==> config.mk <==
export PLATFORM = sky130hd
export DESIGN_NAME = mls_lane
export DESIGN_NICKNAME = d
export VERILOG_FILES = /design/src/include/mls_pkg.sv /design/src/logic/mls_lane.sv
export SDC_FILE = /design/constraint.sdc
export NUM_CORES = 1
export LEC_CHECK = 0
export ABC_AREA = 1
export BUFFER_PORTS_ARGS = -buffer_cell sky130_fd_sc_hd__buf_2
export CAP_MARGIN = 20
export CORE_MARGIN = 2
export CORE_UTILIZATION = 53
export DETAILED_ROUTE_END_ITERATION = 16
export PLACE_DENSITY_LB_ADDON = 0.3
export SLEW_MARGIN = 5
export SYNTH_ARGS = -nofsm -noshare
export SYNTH_HDL_FRONTEND = slang
export SYNTH_SLANG_ARGS = --single-unit
==> constraint.sdc <==
create_clock -name clk -period 2.7 [get_ports clk]
set_input_delay 0.675 -clock clk [delete_from_list [all_inputs] [get_ports clk]]
set_output_delay 0.675 -clock clk [all_outputs]
set_load 0.02 [all_outputs]
==> src/include/mls_pkg.sv <==
// constants shared by the lane serdes logic
package mls_pkg;
  // ********************************
  // lane structure
  // ********************************
  localparam int unsigned MLS_SER_FACTOR  = 8;   // bits per parallel word
  localparam int unsigned MLS_MAX_LANES   = 8;   // data lanes per group
  localparam int unsigned MLS_MAX_GROUPS  = 18;  // receive groups per device
  localparam int unsigned MLS_DLY_BITS    = 5;   // delay counter width
  localparam logic [4:0]  MLS_DLY_INIT    = 5'h10; // delay counter start point
  localparam int unsigned MLS_FIFO_DEPTH  = 4;   // receive queue words

  // ********************************
  // register offsets (byte addresses)
  // ********************************
  localparam logic [7:0] MLS_ADR_CTRL   = 8'h00;
  localparam logic [7:0] MLS_ADR_STATUS = 8'h04;
  localparam logic [7:0] MLS_ADR_ID     = 8'h08;

  // ********************************
  // control fields
  // ********************************
  localparam int unsigned MLS_CTL_TX      = 0;  // 1: transmit lane, 0: receive
  localparam int unsigned MLS_CTL_FIFO    = 1;  // receive queue in use
  localparam int unsigned MLS_CTL_RXBUF   = 2;  // high-speed input buffer on
  localparam int unsigned MLS_CTL_TERM    = 3;  // high-speed termination on
  localparam int unsigned MLS_CTL_HSDRV   = 4;  // high-speed driver on
  localparam int unsigned MLS_CTL_REV     = 5;  // reversible data lane
  localparam int unsigned MLS_CTL_W       = 6;
  localparam logic [5:0]  MLS_CTRL_RESET  = 6'h00;

  // ********************************
  // status and id fields
  // ********************************
  localparam int unsigned MLS_ST_EMPTY    = 0;  // queue empty
  localparam int unsigned MLS_ST_OVF      = 1;  // queue overflow, write 1 to clear
  localparam int unsigned MLS_ST_DLY_LSB  = 8;  // delay counter value
  localparam int unsigned MLS_ST_LVL_LSB  = 16; // queue fill level
  localparam int unsigned MLS_ID_GRP_LSB  = 8;  // group index position
endpackage : mls_pkg

==> src/logic/mls_lane.sv <==
// one high-speed lane: receive deserializer or transmit serializer with low-power pads
`timescale 1ns/10ps
module mls_lane
  import mls_pkg::*;
#(
  parameter int unsigned LANE_INDEX  = 0,          // position inside the group
  parameter int unsigned GROUP_INDEX = 0,          // receive group number
  parameter int unsigned FIFO_DEPTH  = MLS_FIFO_DEPTH,
  parameter logic [4:0]  DLY_INIT    = MLS_DLY_INIT
) (
  // clock, enable, reset
  input  wire logic        clk,
  input  wire logic        ce,
  input  wire logic        reset_n,
  // wishbone slave
  input  wire logic        wb_cyc_i,
  input  wire logic        wb_stb_i,
  input  wire logic        wb_we_i,
  input  wire logic [7:0]  wb_adr_i,
  input  wire logic [3:0]  wb_sel_i,
  input  wire logic [31:0] wb_dat_i,
  output logic      [31:0] wb_dat_o,
  output logic             wb_ack_o,
  // high-speed pad side
  input  wire logic        hs_rx_bit,
  output logic             hs_tx_bit,
  output logic             highspeed_drive_en,
  output logic             highspeed_rx_buffer_en,
  output logic             highspeed_termination_en,
  // low-power pads, three signals each
  input  wire logic        lp_pos_pad_i,
  output logic             lp_pos_pad_o,
  output logic             lp_pos_pad_oe,
  input  wire logic        lp_neg_pad_i,
  output logic             lp_neg_pad_o,
  output logic             lp_neg_pad_oe,
  // low-power fabric side
  input  wire logic        lowpower_pos_drive,
  input  wire logic        lowpower_neg_drive,
  input  wire logic        lowpower_pos_drive_en,
  input  wire logic        lowpower_neg_drive_en,
  output logic             lowpower_pos_level_in,
  output logic             lowpower_neg_level_in,
  // clocks, forwarded and from pll
  input  wire logic        pll_parallel_tick,
  output logic             fwd_serial_clock,
  output logic             fwd_parallel_clock,
  output logic             core_parallel_clock,
  // receive data and queue
  output logic      [7:0]  hs_rx_word,
  output logic             hs_rx_word_valid,
  input  wire logic        queue_read_en,
  output logic             queue_empty,
  input  wire logic        rx_lane_clear,
  // transmit data
  input  wire logic [7:0]  hs_tx_word,
  input  wire logic        tx_lane_clear,
  // input delay control
  input  wire logic        delay_step_en,
  input  wire logic        delay_step_up,
  input  wire logic        delay_counter_clear
);

  // ********************************
  // declarations
  // ********************************
  localparam int unsigned LW = $clog2(FIFO_DEPTH);
  localparam logic [LW:0] FULL_LVL = (LW+1)'(FIFO_DEPTH);

  logic [MLS_CTL_W-1:0] ctrl_q, ctrl_d;       // software control
  logic                 ovf_q, ovf_d;         // sticky overflow
  logic [31:0]          rdat_q, rdat_d;       // bus read data
  logic                 ack_q, ack_d;         // bus answer
  logic [2:0]           div_q, div_d;         // fast-to-slow divider
  logic                 sclk_q, sclk_d;       // forwarded serial clock
  logic                 pclk_q, pclk_d;       // forwarded parallel clock
  logic                 cclk_q, cclk_d;       // core parallel clock
  logic [7:0]           rsh_q, rsh_d;         // deserializer shift
  logic [2:0]           rcnt_q, rcnt_d;       // bits gathered
  logic [7:0]           word_q, word_d;       // word to fabric
  logic                 wval_q, wval_d;       // word strobe
  logic [7:0]           tsh_q, tsh_d;         // serializer shift
  logic                 tbit_q, tbit_d;       // serial bit out
  logic [4:0]           dly_q, dly_d;         // input delay setting
  logic [LW-1:0]        wp_q, wp_d, rp_q, rp_d;
  logic [LW:0]          lvl_q, lvl_d;         // queue fill level
  logic [7:0]           mem [FIFO_DEPTH];     // queue storage
  logic                 push, pop, tick, tx_mode, fifo_on, bus_go;
  logic [5:0]           pads_q, pads_d;       // registered pad outputs
  logic                 hsen_q, hsen_d;       // high-speed driver enable copy
  logic                 empty_q, empty_d;     // queue empty flag, high after reset

  // ********************************
  // combinational next state
  // ********************************
  always_comb begin
    tx_mode = ctrl_q[MLS_CTL_TX];
    fifo_on = ctrl_q[MLS_CTL_FIFO] & ~tx_mode;
    bus_go  = wb_cyc_i & wb_stb_i & ~ack_q;
    // word boundary: own divider when receiving, pll when sending
    tick    = tx_mode ? pll_parallel_tick : (div_q == 3'h7);
    ctrl_d  = ctrl_q;
    ovf_d   = ovf_q;
    rdat_d  = rdat_q;
    ack_d   = bus_go;
    // bus access, single cycle answer, unmapped reads give zero
    if (bus_go && wb_we_i && wb_sel_i[0]) begin
      if (wb_adr_i == MLS_ADR_CTRL) begin
        ctrl_d = wb_dat_i[MLS_CTL_W-1:0];
      end
    end
    if (bus_go && !wb_we_i) begin
      unique case (wb_adr_i)
        MLS_ADR_CTRL:   rdat_d = {26'h0, ctrl_q};
        MLS_ADR_STATUS: rdat_d = {13'h0, (3'(lvl_q)), 3'h0, dly_q, 6'h0, ovf_q,
                                  (lvl_q == '0)};
        MLS_ADR_ID:     rdat_d = {19'h0, 5'(GROUP_INDEX), 5'h0, 3'(LANE_INDEX)};
        default:        rdat_d = 32'h0;
      endcase
    end
    // divider runs off the fast clock only in receive mode
    div_d  = tx_mode ? 3'h0 : div_q + 3'h1;
    sclk_d = tx_mode ? 1'b0 : ~sclk_q;
    pclk_d = tx_mode ? 1'b0 : div_d[2];
    cclk_d = tx_mode ? 1'b0 : div_d[2];
    // deserializer, buffer off feeds zeros; no alignment search here
    rsh_d  = {rsh_q[6:0], hs_rx_bit & ctrl_q[MLS_CTL_RXBUF]};
    rcnt_d = rcnt_q + 3'h1;
    wval_d = 1'b0;
    word_d = word_q;
    push   = 1'b0;
    if (!tx_mode && rcnt_q == 3'h7) begin
      push = fifo_on;
      if (!fifo_on) begin
        word_d = rsh_d;
        wval_d = 1'b1;
      end
    end
    // queue, fabric pops with read enable
    pop  = fifo_on & queue_read_en & (lvl_q != '0);
    wp_d = push && lvl_q != FULL_LVL ? wp_q + 1'b1 : wp_q;
    rp_d = pop ? rp_q + 1'b1 : rp_q;
    lvl_d = lvl_q + (LW+1)'(push && lvl_q != FULL_LVL) - (LW+1)'(pop);
    if (pop) begin
      word_d = mem[rp_q];
      wval_d = 1'b1;
    end
    // overflow set wins over software clear
    if (bus_go && wb_we_i && wb_sel_i[0] && wb_adr_i == MLS_ADR_STATUS &&
        wb_dat_i[MLS_ST_OVF]) begin
      ovf_d = 1'b0;
    end
    if (push && lvl_q == FULL_LVL) begin
      ovf_d = 1'b1;
    end
    if (rx_lane_clear) begin
      rsh_d  = 8'h0;
      rcnt_d = 3'h0;
      wp_d   = '0;
      rp_d   = '0;
      lvl_d  = '0;
      wval_d = 1'b0;
    end
    // serializer, word taken at each slow tick, msb first
    tsh_d  = tick ? hs_tx_word : {tsh_q[6:0], 1'b0};
    tbit_d = tx_mode & ctrl_q[MLS_CTL_HSDRV] & tsh_q[7];
    if (tx_lane_clear) begin
      tsh_d  = 8'h0;
      tbit_d = 1'b0;
    end
    // input delay counter, saturates at its ends
    dly_d = dly_q;
    if (delay_counter_clear) begin
      dly_d = DLY_INIT;
    end else if (tick && delay_step_en) begin
      if (delay_step_up && dly_q != 5'h1f) begin
        dly_d = dly_q + 5'h1;
      end else if (!delay_step_up && dly_q != 5'h0) begin
        dly_d = dly_q - 5'h1;
      end
    end
    // low-power pads: levels and drives straight through, no serdes involved
    pads_d[0] = lowpower_pos_drive;
    pads_d[1] = lowpower_neg_drive;
    // receive lanes drive pads only when reversible
    pads_d[2] = lowpower_pos_drive_en & (tx_mode | ctrl_q[MLS_CTL_REV]);
    pads_d[3] = lowpower_neg_drive_en & (tx_mode | ctrl_q[MLS_CTL_REV]);
    pads_d[4] = lp_pos_pad_i;
    pads_d[5] = lp_neg_pad_i;
    // enable and empty flags are registered copies so every port leaves a flop;
    // taking them from the next values keeps them in step with ctrl_q and lvl_q
    hsen_d  = ctrl_d[MLS_CTL_HSDRV] & ctrl_d[MLS_CTL_TX];
    empty_d = (lvl_d == '0);
  end

  // ********************************
  // state registers
  // ********************************
  // every flop holds while ce is low
  always_ff @(posedge clk) begin
    if (!reset_n) begin
      ctrl_q <= MLS_CTRL_RESET;
      ovf_q  <= 1'b0;
      rdat_q <= 32'h0;
      ack_q  <= 1'b0;
      div_q  <= 3'h0;
      sclk_q <= 1'b0;
      pclk_q <= 1'b0;
      cclk_q <= 1'b0;
      rsh_q  <= 8'h0;
      rcnt_q <= 3'h0;
      word_q <= 8'h0;
      wval_q <= 1'b0;
      tsh_q  <= 8'h0;
      tbit_q <= 1'b0;
      dly_q  <= DLY_INIT;
      wp_q   <= '0;
      rp_q   <= '0;
      lvl_q  <= '0;
      pads_q <= 6'h0;
      // driver off and queue empty straight out of reset
      hsen_q  <= 1'b0;
      empty_q <= 1'b1;
    end else if (ce) begin
      ctrl_q <= ctrl_d;
      ovf_q  <= ovf_d;
      rdat_q <= rdat_d;
      ack_q  <= ack_d;
      div_q  <= div_d;
      sclk_q <= sclk_d;
      pclk_q <= pclk_d;
      cclk_q <= cclk_d;
      rsh_q  <= rsh_d;
      rcnt_q <= rcnt_d;
      word_q <= word_d;
      wval_q <= wval_d;
      tsh_q  <= tsh_d;
      tbit_q <= tbit_d;
      dly_q  <= dly_d;
      wp_q   <= wp_d;
      rp_q   <= rp_d;
      lvl_q  <= lvl_d;
      pads_q <= pads_d;
      hsen_q  <= hsen_d;
      empty_q <= empty_d;
    end
  end

  // queue storage, written only on a push that fits
  always_ff @(posedge clk) begin
    if (ce && push && lvl_q != FULL_LVL && !rx_lane_clear) begin
      mem[wp_q] <= rsh_d;
    end
  end

  // ********************************
  // outputs, all from flops
  // ********************************
  always_comb begin
    wb_dat_o                 = rdat_q;
    wb_ack_o                 = ack_q;
    hs_tx_bit                = tbit_q;
    highspeed_drive_en       = hsen_q;
    highspeed_rx_buffer_en   = ctrl_q[MLS_CTL_RXBUF];
    highspeed_termination_en = ctrl_q[MLS_CTL_TERM];
    lp_pos_pad_o             = pads_q[0];
    lp_neg_pad_o             = pads_q[1];
    lp_pos_pad_oe            = pads_q[2];
    lp_neg_pad_oe            = pads_q[3];
    lowpower_pos_level_in    = pads_q[4];
    lowpower_neg_level_in    = pads_q[5];
    fwd_serial_clock         = sclk_q;
    fwd_parallel_clock       = pclk_q;
    core_parallel_clock      = cclk_q;
    hs_rx_word               = word_q;
    hs_rx_word_valid         = wval_q;
    queue_empty              = empty_q;
  end

endmodule // mls_lane

* After elaboration in Yosys (flattened, before gate mapping)
Memory sizes are Yosys's and may differ from the RTL's. A register that Yosys moved wholly into a read port is not among the register bits.
Index checks and enable logic that the tools add are counted.
** Word-level totals
- Output and inout port bits :: 56
- Logic and storage cells :: 123
- Bits in latches :: 0
- ROM bits :: 0
- Memory bits (writable) :: 32
- Register bits after elaboration :: 93
- Bits of input ports :: 72
- Memories :: 1
** Operators by class
- Multipliers :: 0
- $add $sub $neg :: 8
- Bitwise gates (word level) :: 15
- Equal/unequal tests :: 7
- Magnitude comparators :: 0
- Shift-type cells :: 0
- Divide/modulo/power cells :: 0
- Muxes and demuxes :: 35
- Reduce and logical (&&, ||, !) cells :: 36
** Memories
- mem :: depth 4, width 8, rd ports 1, clocked after memory_dff 1, wr ports 1, line mls_lane.sv:87 : logic [7:0] mem [FIFO_DEPTH];
** Operators with widths (count)
- 8-bit 2-to-1 mux :: 6
- 19-bit one-hot mux with 2 select lines :: 1
- 5-bit 2-to-1 mux :: 6
- 1-bit logical AND :: 14
- 1-bit 2-to-1 mux :: 13
- 2-bit 2-to-1 mux :: 6
- 1-bit AND :: 11
- 2-bit nonzero test :: 5
- 3-bit == test (second input constant) :: 3
- 3-bit 2-to-1 mux :: 3
- 3-bit AND reduction :: 3
- 8-bit by 3-bit == test with 1-bit output (second input constant) :: 1
- 8-bit logical NOT :: 1
- 2-bit AND reduction :: 4
- 3-bit by 1-bit adder with 3-bit output (second input constant) :: 2
- 3-bit logical NOT :: 2
- 3-bit nonzero test :: 2
- 5-bit by 1-bit adder with 5-bit output (second input constant) :: 1
- 5-bit inequality test (second input constant) :: 1
- 5-bit nonzero test :: 1
- 5-bit by 1-bit subtractor with 5-bit output (second input constant) :: 1
- 2-bit by 1-bit adder with 2-bit output (second input constant) :: 2
- 1-bit logical NOT :: 4
- 3-bit by 1-bit adder with 3-bit output :: 1
- 5 further kinds :: 7

* Depth between registers and ports, before layout
Gate-level depths: netlist of the first run.
- Word-level depth :: 8
- Mapped depth :: 14
- Gate-level depth less buffers :: 14

* Worst setup path before layout of the first run
OpenSTA, ideal clock, no wires.
- Kind :: input to register
- Start point :: input port queue_read_en
- End point :: register empty_q (netlist: queue_empty)
- Buffers on the path :: 1
- Required time :: 2.585 ns
- Arrival time :: 2.280 ns
- Library setup time :: 0.115 ns
- Stages on the path :: 11
- Setup slack :: 0.305 ns
- Cell sequence :: nand3_2 > inv_2 > buf_4 > ha_1 > inv_1 > ha_1 > inv_1 > fa_1 > or2_2 > nand3_1 > nand2_1
** Between the ends
- Longest elaborated chain between the ends :: 5
** RTL lines
- start: declaration :: line mls_lane.sv:52 : input wire logic queue_read_en,
- 1-bit AND (2 in series) :: line mls_lane.sv:140 : pop = fifo_on & queue_read_en & (lvl_q != '0);
- 3-bit by 1-bit subtractor with 3-bit output :: line mls_lane.sv:143 : lvl_d = lvl_q + (LW+1)'(push && lvl_q != FULL_LVL) - (LW+1)'(pop);
- 3-bit 2-to-1 mux :: line mls_lane.sv:156 : if (rx_lane_clear) begin
- 3-bit logical NOT :: line mls_lane.sv:193 : empty_d = (lvl_d == '0);
- end signal: assignment :: line mls_lane.sv:245 : empty_q <= empty_d;
- end: declaration :: line mls_lane.sv:91 : logic empty_q, empty_d;
No other way between the ends.
A chain may end at the register's enable or synchronous reset.

* Worst setup path in the final report of the first run
- Start point :: register rcnt_q[0]
- End point :: register empty_q (netlist: queue_empty)
** Between the ends
- Longest elaborated chain between the ends :: 8
** RTL lines
- start: declaration :: line mls_lane.sv:79 : logic [2:0] rcnt_q, rcnt_d;
- start signal: assignment :: line mls_lane.sv:234 : rcnt_q <= rcnt_d;
- 3-bit == test :: line mls_lane.sv:132 : if (!tx_mode && rcnt_q == 3'h7) begin
- 1-bit logical AND :: line mls_lane.sv:132
- 1-bit 2-to-1 mux :: line mls_lane.sv:132
- 1-bit logical AND :: line mls_lane.sv:143
- 3-bit by 1-bit adder with 3-bit output :: line mls_lane.sv:143
- 3-bit by 1-bit subtractor with 3-bit output :: line mls_lane.sv:143
- 3-bit 2-to-1 mux :: line mls_lane.sv:156
- 3-bit logical NOT :: line mls_lane.sv:193
No other way between the ends.

==> results.md, run 1 <==
- Status: complete, no violations
- Number of nets still failing antenna checks after routing: 0
- Cell leakage power: roughly 2.5 nW
- Worst-Skew Late Latency: roughly 0.37 ns
- Placer congestion estimate: 0.891
- Remaining global-route overflow: 0
- Gates resized, CTS repair: 0
- Critical Path, Cell by Cell: ha_1 > ha_1 > nand2_1 > nor2_1 > nand2_1 > ha_1 > inv_1 > ha_1 > inv_1 > fa_1 > or2_2 > nand3_1 > nand2_1
- Number of cells produced by synthesis: 614
- Sequential element share of the synthesized area: 0.497
- Power density of the placed cells: 536 nW/um2
- Post-route fraction of the period consumed by the critical path: 0.928
- Final Slew Violations: 0
- Area enclosed by the die boundary: slightly above 10000 um2
- Critical path peak fanout: 3
- All-layer global routing usage: 0.218
- Area delta synth->final: 12.1%
- Min cycle time layout: 2.51 ns
- Wire length of the first global-routing pass: approximately 18000 um
- Vias in the first global route: 3932
- Clock transition at the registers of the reported paths: 0.10 ns
- Number of synthesis warnings: 0
- Routed WL per cell: 13.4 um
- Post-route total power: 3.00 mW
- Final setup violation count: 0
- Core ar.: roughly 9200 um2
- Area share of the leading cell type in the synthesized netlist: 0.305
- CP startpoint kind: flop
- Worst R2R Setup Slack: 0.19 ns
- Worst slack at placement: 0.236 ns
- Transition time at the pin with the least slew margin: 0.731 ns
- Tightest slew margin relative to the limit: 0.511
- Synth top area cells: dfxtp_1 (30%), edfxtp_1 (19%), nor2_1 (8.4%)
- Data required time of the worst path: 2.98 ns
- HPWL Detailed: 7490 um
- Number of max-cap violations: 0
- Buffer count from post-CTS setup fixing: 0
- Clock skew: 0.0110 ns
- Number of DRC violations after detailed-routing iteration 0: 169
- Highest cell delay on the worst timing path: 0.39 ns
- Site row count: 35
- I/O pin count: 128
- Diode insertion count for antenna repair: 0
- Register bit count reported by yosys: between 100 and 150
- Setup repair after global routing missed its margin: no
- Cell with the most instances on the worst path: ha_1
- Kind of capture point of the worst setup path: flop
- Highest-delay cell along the critical path: fa_1
- Clock buffer count from CTS: 9
- Detailed-route DRC error count: 0
- Root buffer cell: clkbuf_8
- DRT Wirelength: 10800 um
- Maximum number of pins on one net before global-route repair: 39
- Die Width: a little over 100 um
- Overall via count from detail_route: 4140
- Total number of clock tree sinks: 108
- Detail-routed via count per cell: about 5.1
- Die height: around 100 um
- Final setup TNS: 0 ns
- I/O Buffers: 80
- Mapped Avg Cell Area: 8.13 um2
- Count of flip-flops with a built-in enable after synthesis: 32
- Nets: about 780
- Post-synth top flop: dfxtp_1
- Netlist Area Pre-Place: 4990 um2
- Filler Cells Inserted: 839
- Arr. time, crit path: ~2.8 ns
- Post-synthesis cell type with the largest combined area: dfxtp_1
- Length of the first detailed-routing pass in iterations: 4
- Highest clock frequency the design can meet: approximately 0.4 GHz
- PnR worst setup slack: slightly below 0.2 ns
- Number of buffers on the longest clock path: 2
- Effective utilization at floorplan: 0.543
- Worst VDD drop: ~0.25 mV
- Class of the most critical setup path: flop to flop
- Final Hold Fails: 0
- Antenna violations before repair: 0
- Path category of the worst min-delay check: flop to flop
- Hold buffer count at cts: 0
- CTS tree: done
- Library cells used by synthesis: 37
- Number of H-tree branching levels: 3
- Post-synth ARST share: 0
- Share of final-layout standard cells stronger than drive strength 1: 0.177
-- Yosys cell counts (all sizes together) (5+ instances only) --
| cell | n |
|---|---|
| nor2 | 115 |
| inv | 59 |
| a211oi | 12 |
| edfxtp | 32 |
| dfxtp | 76 |
| clkbuf | 7 |
| o21a | 5 |
| o21ai | 69 |
| a21oi | 47 |
| buf | 37 |
| nand2 | 98 |
| nand3 | 26 |
| ha | 13 |
-- path summary, 6_finish.rpt --
path         cells after the start      start           to
max                             13  rcnt_q[0]  queue_empty
min                              2      ovf_q        ovf_q
max reg2reg                     13  rcnt_q[0]  queue_empty
min reg2reg                      2      ovf_q        ovf_q
-- layout by cell type (no fill, tap or decap), types with 2 or more instances in the layout --
master      n
edfxtp_1   32
a211oi_1   12
clkbuf_8   11
conb_1     18
a31oi_1     2
nor2_4      2
o21ai_1     4
buf_4      11
nand4_1     2
nand3_1    24
buf_2      80
inv_1      55
fa_1        2
o211ai_1    2
ha_1       13
inv_2       3
or2_2       2
clkinv_2    2
nand2_1    94
nor2_1    112
dfxtp_1    76
o21ai_0    63
nand2_2     3
a21oi_1    47
nand3b_1    3
o21a_1      5
-- stage by stage --
step	hold slack, ns	cell area, um2	utilization	std cells
2_1_floorplan	0.440	5060	-	631
3_3_place_gp	0.449	5400	0.587	789
3_5_place_dp	0.456	5400	0.587	789
4_1_cts	0.470	5600	0.609	805
5_1_grt	0.498	5600	0.609	805
6_report	0.469	5600	0.609	805
-- flip-flops by register name, summed over array words and instances, names as in the netlist, 5 cells and up, named ones only --
signal	count
ctrl_q	6
dly_q	5
hs_rx_word	8
mem	32
pads_q	6
rsh_q	7
tsh_q	8
wb_dat_o	14
-- routing by layer --
layer | track usage | vias to the layer above | wire, um
met2 | 0.378 | 120 | 5260
met4 | 0.0769 | 0 | 123
met5 | 0 | - | 0
met1 | 0.274 | 1893 | 4820
li1 | - | 2117 | -
met3 | 0.0374 | 10 | 556
-- cells by family (layout without fill, tap and decap cells) --
family          Yosys count  in the layout  synth area share
xor+xnor                  1              1           0.00175
other cells               1             18          0.000751
fa+ha+maj                15             15            0.0406
buf+inv                 104            167             0.101
simple gates            247            247             0.207
flops                   108            108             0.497
compound gates          138            138             0.152
-- where the power goes --
part	switching (mW)	internal, mW	total [mW]
clock network	0.537	0.440	0.977
registers	0.0297	1.70	1.73
logic	0.196	0.0995	0.295
-- layout make-up --
cell class	instances	area, um2	share of cell area
sequential	108	2480	0.443
tap	111	139	0.0248
multi-input combinational	419	2070	0.370
inverter	60	228	0.0407
clock inverter	3	17.5	0.00313
timing repair buffer	91	483	0.0863
clock buffer	13	180	0.0322
-- worst max-delay path: cells and delay by family, from the launching register on --
family / cells / cell delay (ns)
and+or+nand+nor: 6 / 0.80
buffers and inverters: 2 / 0.10
DFF: 1 / 0.37
adders and majority gates: 5 / 1.16
No activity file was read; power rests on OpenSTA's default activity.
==> inputs of run 2 (changes only) <==
--- a/config.mk
+++ b/config.mk
@@ -8,8 +8,10 @@
 export ABC_AREA = 1
 export BUFFER_PORTS_ARGS = -buffer_cell sky130_fd_sc_hd__buf_2
 export CAP_MARGIN = 20
+export CELL_PAD_IN_SITES_DETAIL_PLACEMENT = 1
+export CELL_PAD_IN_SITES_GLOBAL_PLACEMENT = 1
 export CORE_MARGIN = 2
-export CORE_UTILIZATION = 53
+export CORE_UTILIZATION = 39
 export DETAILED_ROUTE_END_ITERATION = 16
 export PLACE_DENSITY_LB_ADDON = 0.3
 export SLEW_MARGIN = 5
==> run 2 against run 1 <==
  * Clock skew fell by 0.0020 ns
  * Critical path depth did not move
  * Global-route usage fell by 2.2 points
  * Critical endpoint unchanged
  * Sequential share of layout area fell by 1.3 points
  * Highest routed layer unchanged
  * Clock power rose by 29%
  * Die area rose by 34%
  * Non-clock buffer count rose by 2
  * First-iteration DRC count fell by 4.7%
  * Sequential power barely moved
  * Core utilization fell by 15 points
==> results.md, run 2 (synthesized netlist as in run 1, its figures left out) <==
- Status: complete, no violations
- Cell count of the worst hold path: 2
- Number of flip-flops in the largest register: 32
- Worst slack at placement: 0.178 ns
- Final setup TNS: 0 ns
- Antenna violations before repair: 0
- Number of H-tree branching levels: 3
- Setup repair after global routing missed its margin: no
- Die Width: 117 um
- Path category of the worst min-delay check: flop to flop
- Final Slew Violations: 0
- Leading cell type in the layout, fill and taps excluded: nor2_1
- Number of nets still failing antenna checks after routing: 0
- Filler Cells Inserted: 1563
- Cell leakage power: between 2 and 3 nW
- Area enclosed by the die boundary: 13700 um2
- Effective utilization at floorplan: 0.397
- Transition time at the pin with the least slew margin: between 0.7 and 0.8 ns
- I/O Buffers: 80
- Wire length of the first global-routing pass: 20800 um
- Post-route fraction of the period consumed by the critical path: 0.932
- Buffer count from post-CTS setup fixing: 0
- Net switching power: 850 uW
- Reg power frac: 0.525
- Detailed-route DRC error count: 0
- Highest clock frequency the design can meet: a little under 0.4 GHz
- Most used cells in the layout excluding fill and tap cells: nor2_1 (112), nand2_1 (94), buf_2 (80), dfxtp_1 (76), o21ai_0 (63)
- Power density of the placed cells: 571 nW/um2
- Class of the most critical setup path: flop to flop
- Fraction of power spent switching nets: 0.258
- Routed WL per cell: between 10 and 15 um
- DRT Wirelength: 12700 um
- Clock skew: 0.00897 ns
- Hold buffer count at cts: 0
- PnR worst setup slack: ~0.18 ns
- Nets: 778
- Internal power contribution: ~2.4 mW
- HPWL Detailed: 9020 um
- Die height: 117 um
- Gates resized, CTS repair: 0
- Worst VDD drop: roughly 0.24 mV
- Area delta synth->final: 15.6%
- Clock buffer count from CTS: 9
- Kind of capture point of the worst setup path: flop
- Tightest slew margin relative to the limit: 0.516
- I/O pin count: approximately 130
- Detail-routed via count per cell: 4.88
- Final Hold Fails: 0
- Number of cells traversed by the worst register-to-register path: 13
- Data required time of the worst path: just under 3 ns
- Root buffer cell: clkbuf_16
- Core ar.: 12600 um2
- Critical path peak fanout: 3
- Total number of clock tree sinks: ~110
- CP startpoint kind: flop
- Final setup violation count: 0
- Largest register by flop count: mem
- CTS tree: done
- Length of the first detailed-routing pass in iterations: 4
- All-layer global routing usage: 0.196
- Min cycle time layout: about 2.5 ns
- Placer congestion estimate: 0.818
- Maximum number of pins on one net before global-route repair: 39
- Worst-Skew Late Latency: around 0.36 ns
- Number of DRC violations after detailed-routing iteration 0: 161
- Number of max-cap violations: 0
- Overall via count from detail_route: 4238
- Diode insertion count for antenna repair: 0
- Arr. time, crit path: 2.77 ns
- Remaining global-route overflow: 0
- Clock transition at the registers of the reported paths: 0.07 ns
- Proportion of power drawn by the clock network: 0.383
- Share of final-layout standard cells stronger than drive strength 1: 0.178
- Site row count: between 40 and 50
- Share of total power in combinational logic: 0.092
- Vias in the first global route: 4374
- Number of buffers on the longest clock path: 2
==> run 2: cell count changes in the layout (fill, tap and decap cells not counted), sizes merged <==
cell	previous run	this run
clkinv	3	5
clkbuf	13	10
buf	91	93
clkinvlp	1	2
==> run 2: metrics by stage <==
stage | area, um2 | hold slack, ns | utilization | instances | total power, mW
2_1_floorplan | 5060 | 0.440 | - | 631 | 1.98
3_3_place_gp | 5490 | 0.451 | 0.437 | 852 | 2.05
3_5_place_dp | 5490 | 0.460 | 0.437 | 852 | 2.07
4_1_cts | 5770 | 0.470 | 0.459 | 868 | 3.33
5_1_grt | 5770 | 0.492 | 0.459 | 868 | 3.43
6_report | 5770 | 0.467 | 0.459 | 868 | 3.30
==> run 2: final timing paths <==
kind / startpoint / endpoint / slack, ns
worst max-delay path: rcnt_q[0] / queue_empty / 0.18
worst max register to register: rcnt_q[0] / queue_empty / 0.18
worst min register to register: tsh_q[4] / tsh_q[4] / 0.47
worst min-delay path: tsh_q[4] / tsh_q[4] / 0.47
==> run 2: area by class of cell <==
| class | instances | area [um2] | area share |
|---|---|---|---|
| Clock buffer | 10 | 239 | 0.0414 |
| Timing Repair Buffer | 93 | 498 | 0.0863 |
| Tap cell | 172 | 215 | 0.0373 |
| Multi-Input combinational cell | 419 | 2070 | 0.359 |
| Clock inverter | 6 | 40.0 | 0.00694 |
| Sequential cell | 108 | 2480 | 0.430 |
| Inverter | 60 | 228 | 0.0395 |
==> run 2: power groups by stage <==
stage,clock [mW],sequential (mW),combinational [mW]
floorplan,0,1.78,0.207
CTS,1.29,1.73,0.308
detailed placement,0,1.77,0.306
global route,1.36,1.73,0.344
finish,1.26,1.73,0.304
global placement,0,1.76,0.291
==> run 2: routing by layer <==
| metal | vias to the layer above | wire (um) | track usage |
|---|---|---|---|
| li1 | 2131 | - | - |
| met1 | 2029 | 5670 | 0.243 |
| met2 | 64 | 6340 | 0.339 |
| met3 | 14 | 503 | 0.0371 |
| met4 | 0 | 197 | 0.0753 |
| met5 | - | 0 | 0 |
==> run 2: critical path: stages (launching register included) <==
cell and delay, ns:
dfxtp_1 0.35, ha_1 0.15, ha_1 0.15, nand2_1 0.08
nor2_1 0.14, nand2_1 0.11, ha_1 0.29, inv_1 0.04
ha_1 0.16, inv_1 0.07, fa_1 0.41, or2_2 0.30
nand3_1 0.09, nand2_1 0.05
==> inputs of run 3 (changes only) <==
==> constraint.sdc (replaced) <==
create_clock -name clk -period 2.6 [get_ports clk]
set_input_delay 0.52 -clock clk [delete_from_list [all_inputs] [get_ports clk]]
set_output_delay 0.52 -clock clk [all_outputs]
set_load 0.02 [all_outputs]
==> run 3 against run 2 <==
  * Worst hold slack lost 0.071 ns
  * Sequential share of layout area fell by 0.096 points
  * Via count fell by 0.31%
  * Non-clock buffer count increased by 1
  * Die area is the same
  * Routed wire length up 1.5%
  * Worst setup slack worse by 0.0094 ns
  * Combinational power is 4% higher
  * Cell area is 0.33% higher
  * Critical endpoint unchanged
  * Largest power group unchanged
==> results.md, run 3 (synthesized netlist as in run 1, its figures left out) <==
- Status: complete, no violations
- Most used cells in the layout excluding fill and tap cells: nor2_1 (111), nand2_1 (94), buf_2 (80), dfxtp_1 (74), o21ai_0 (63)
- Arr. time, crit path: 2.67 ns
- Power density of the placed cells: 599 nW/um2
- Area delta synth->final: 15.9%
- CTS tree: done
- Transition time at the pin with the least slew margin: 0.582 ns
- Buffer count from post-CTS setup fixing: 0
- CP startpoint kind: flop
- Antenna violations before repair: 0
- Terminus of the critical flop-to-flop path: queue_empty
- Tightest slew margin relative to the limit: 0.611
- Placer congestion estimate: 0.793
- Worst-Skew Late Latency: 0.35 ns
- Number of DRC violations after detailed-routing iteration 0: between 150 and 200
- Vias in the first global route: 4420
- Worst slack at placement: 0.140 ns
- Start point of the worst min-delay path: lowpower_neg_drive
- Path category of the worst min-delay check: input pin to flop
- Number of cells traversed by the worst register-to-register path: 13
- Detailed-route DRC error count: 0
- Post-route total power: 3.47 mW
- Final Hold Fails: 0
- Maximum number of pins on one net before global-route repair: 39
- Overall via count from detail_route: between 4000 and 5000
- I/O Buffers: 80
- Diode insertion count for antenna repair: 0
- Final Slew Violations: 0
- Area enclosed by the die boundary: 13700 um2
- Clock transition at the registers of the reported paths: approximately 0.070 ns
- Leading cell type in the layout, fill and taps excluded: nor2_1
- FF-to-FF Start: rcnt_q[0]
- HPWL Detailed: 9050 um
- Root buffer cell: clkbuf_16
- Number of nets still failing antenna checks after routing: 0
- Nets: between 700 and 800
- Share of final-layout standard cells stronger than drive strength 1: 0.182
- Number of H-tree branching levels: 3
- Hold buffer count at cts: 0
- Cell leakage power: roughly 2.6 nW
- Site row count: 41
- Total number of clock tree sinks: 108
- I/O pin count: approximately 130
- Number of max-cap violations: 0
- DRT Wirelength: 12900 um
- Data required time of the worst path: ~2.9 ns
- Length of the first detailed-routing pass in iterations: 4
- Routed WL per cell: 14.9 um
- Kind of capture point of the worst setup path: flop
- Critical path peak fanout: 3
- Final Hold Slack: between 0.3 and 0.4 ns
- Cell count of the worst hold path: 3
- Class of the most critical setup path: flop to flop
- Worst R2R Setup Slack: approximately 0.17 ns
- Detail-routed via count per cell: 4.86
- Worst VDD drop: between 0.3 and 0.4 mV
- Min cycle time layout: 2.43 ns
- Number of buffers on the longest clock path: 2
- Final Util: 0.461
- Clock skew: 0.00697 ns
- Core ar.: 12600 um2
- PnR worst setup slack: about 0.17 ns
- All-layer global routing usage: 0.199
- Wire length of the first global-routing pass: 20900 um
- Remaining global-route overflow: 0
- Highest clock frequency the design can meet: 0.412 GHz
- Gates resized, CTS repair: 0
- Final setup violation count: 0
- Post-route fraction of the period consumed by the critical path: 0.933
- Number of flip-flops in the largest register: 32
- Worst hold endpoint: pads_q[1]
- Effective utilization at floorplan: 0.397
- Die height: 117 um
- Die Width: between 100 and 150 um
- Clock buffer count from CTS: 9
- Largest register by flop count: mem
==> run 3: changes by cell type in the layout (fill, tap and decap cells not counted) <==
cell,previous run,this run
clkbuf_1,0,2
clkinv_2,0,2
clkinvlp_4,2,0
dfxtp_1,76,74
dfxtp_2,0,2
buf_4,13,14
bufinv_16,0,1
clkbuf_8,1,0
clkinv_1,3,2
clkinv_4,2,1
nor2_1,112,111
nor2_2,1,2
==> run 3: how the worst max path moves through the flow <==
| stage | end | start | cells past startpoint | slack, ns |
|---|---|---|---|---|
| 3_3_place_gp | queue_empty | rcnt_q[0] | 13 | 0.18 |
| 2_1_floorplan | queue_empty | rcnt_q[0] | 13 | 0.31 |
| 6_report | queue_empty | rcnt_q[0] | 13 | 0.17 |
| 3_5_place_dp | queue_empty | rcnt_q[0] | 13 | 0.14 |
| 5_1_grt | queue_empty | rcnt_q[0] | 13 | -0.001 |
| 4_1_cts | queue_empty | rcnt_q[0] | 13 | 0.14 |
==> run 3: per-layer routing <==
metal / wire length (um) / GRT usage
met5: 0 / 0
met4: 206 / 0.0659
met3: 543 / 0.0577
met2: 6480 / 0.351
met1: 5680 / 0.231
==> run 3: final cells by class <==
| cell class | count | area [um2] |
|---|---|---|
| Tap cell | 172 | 215 |
| Sequential cell | 108 | 2480 |
| Fill cell | 1560 | 6780 |
| Inverter | 60 | 228 |
| Clock inverter | 5 | 52.6 |
| Multi-Input combinational cell | 419 | 2070 |
| Timing Repair Buffer | 94 | 505 |
| Clock buffer | 11 | 233 |
==> run 3: stage by stage <==
stage	TNS, ns	area [um2]	std cells
2_1_floorplan	0	5060	631
3_3_place_gp	0	5500	853
3_5_place_dp	0	5500	853
4_1_cts	0	5790	869
5_1_grt	-0.00126	5790	869
6_report	0	5790	869
==> run 3: power breakdown <==
part           switching (mW)  internal (mW)  total (mW)
logic                   0.212          0.105       0.316
clock network           0.611          0.743        1.35
registers              0.0319           1.76        1.80
total                   0.854           2.61        3.47
==> run 3: critical path: stages (launching register included) <==
cell and delay, ns:
dfxtp_2 0.34, ha_1 0.14, ha_1 0.14, nand2_1 0.09, nor2_2 0.13, nand2_1 0.10, ha_1 0.28, inv_1 0.04
ha_1 0.17, inv_1 0.07, fa_1 0.39, or2_2 0.29, nand3_1 0.09, nand2_1 0.05
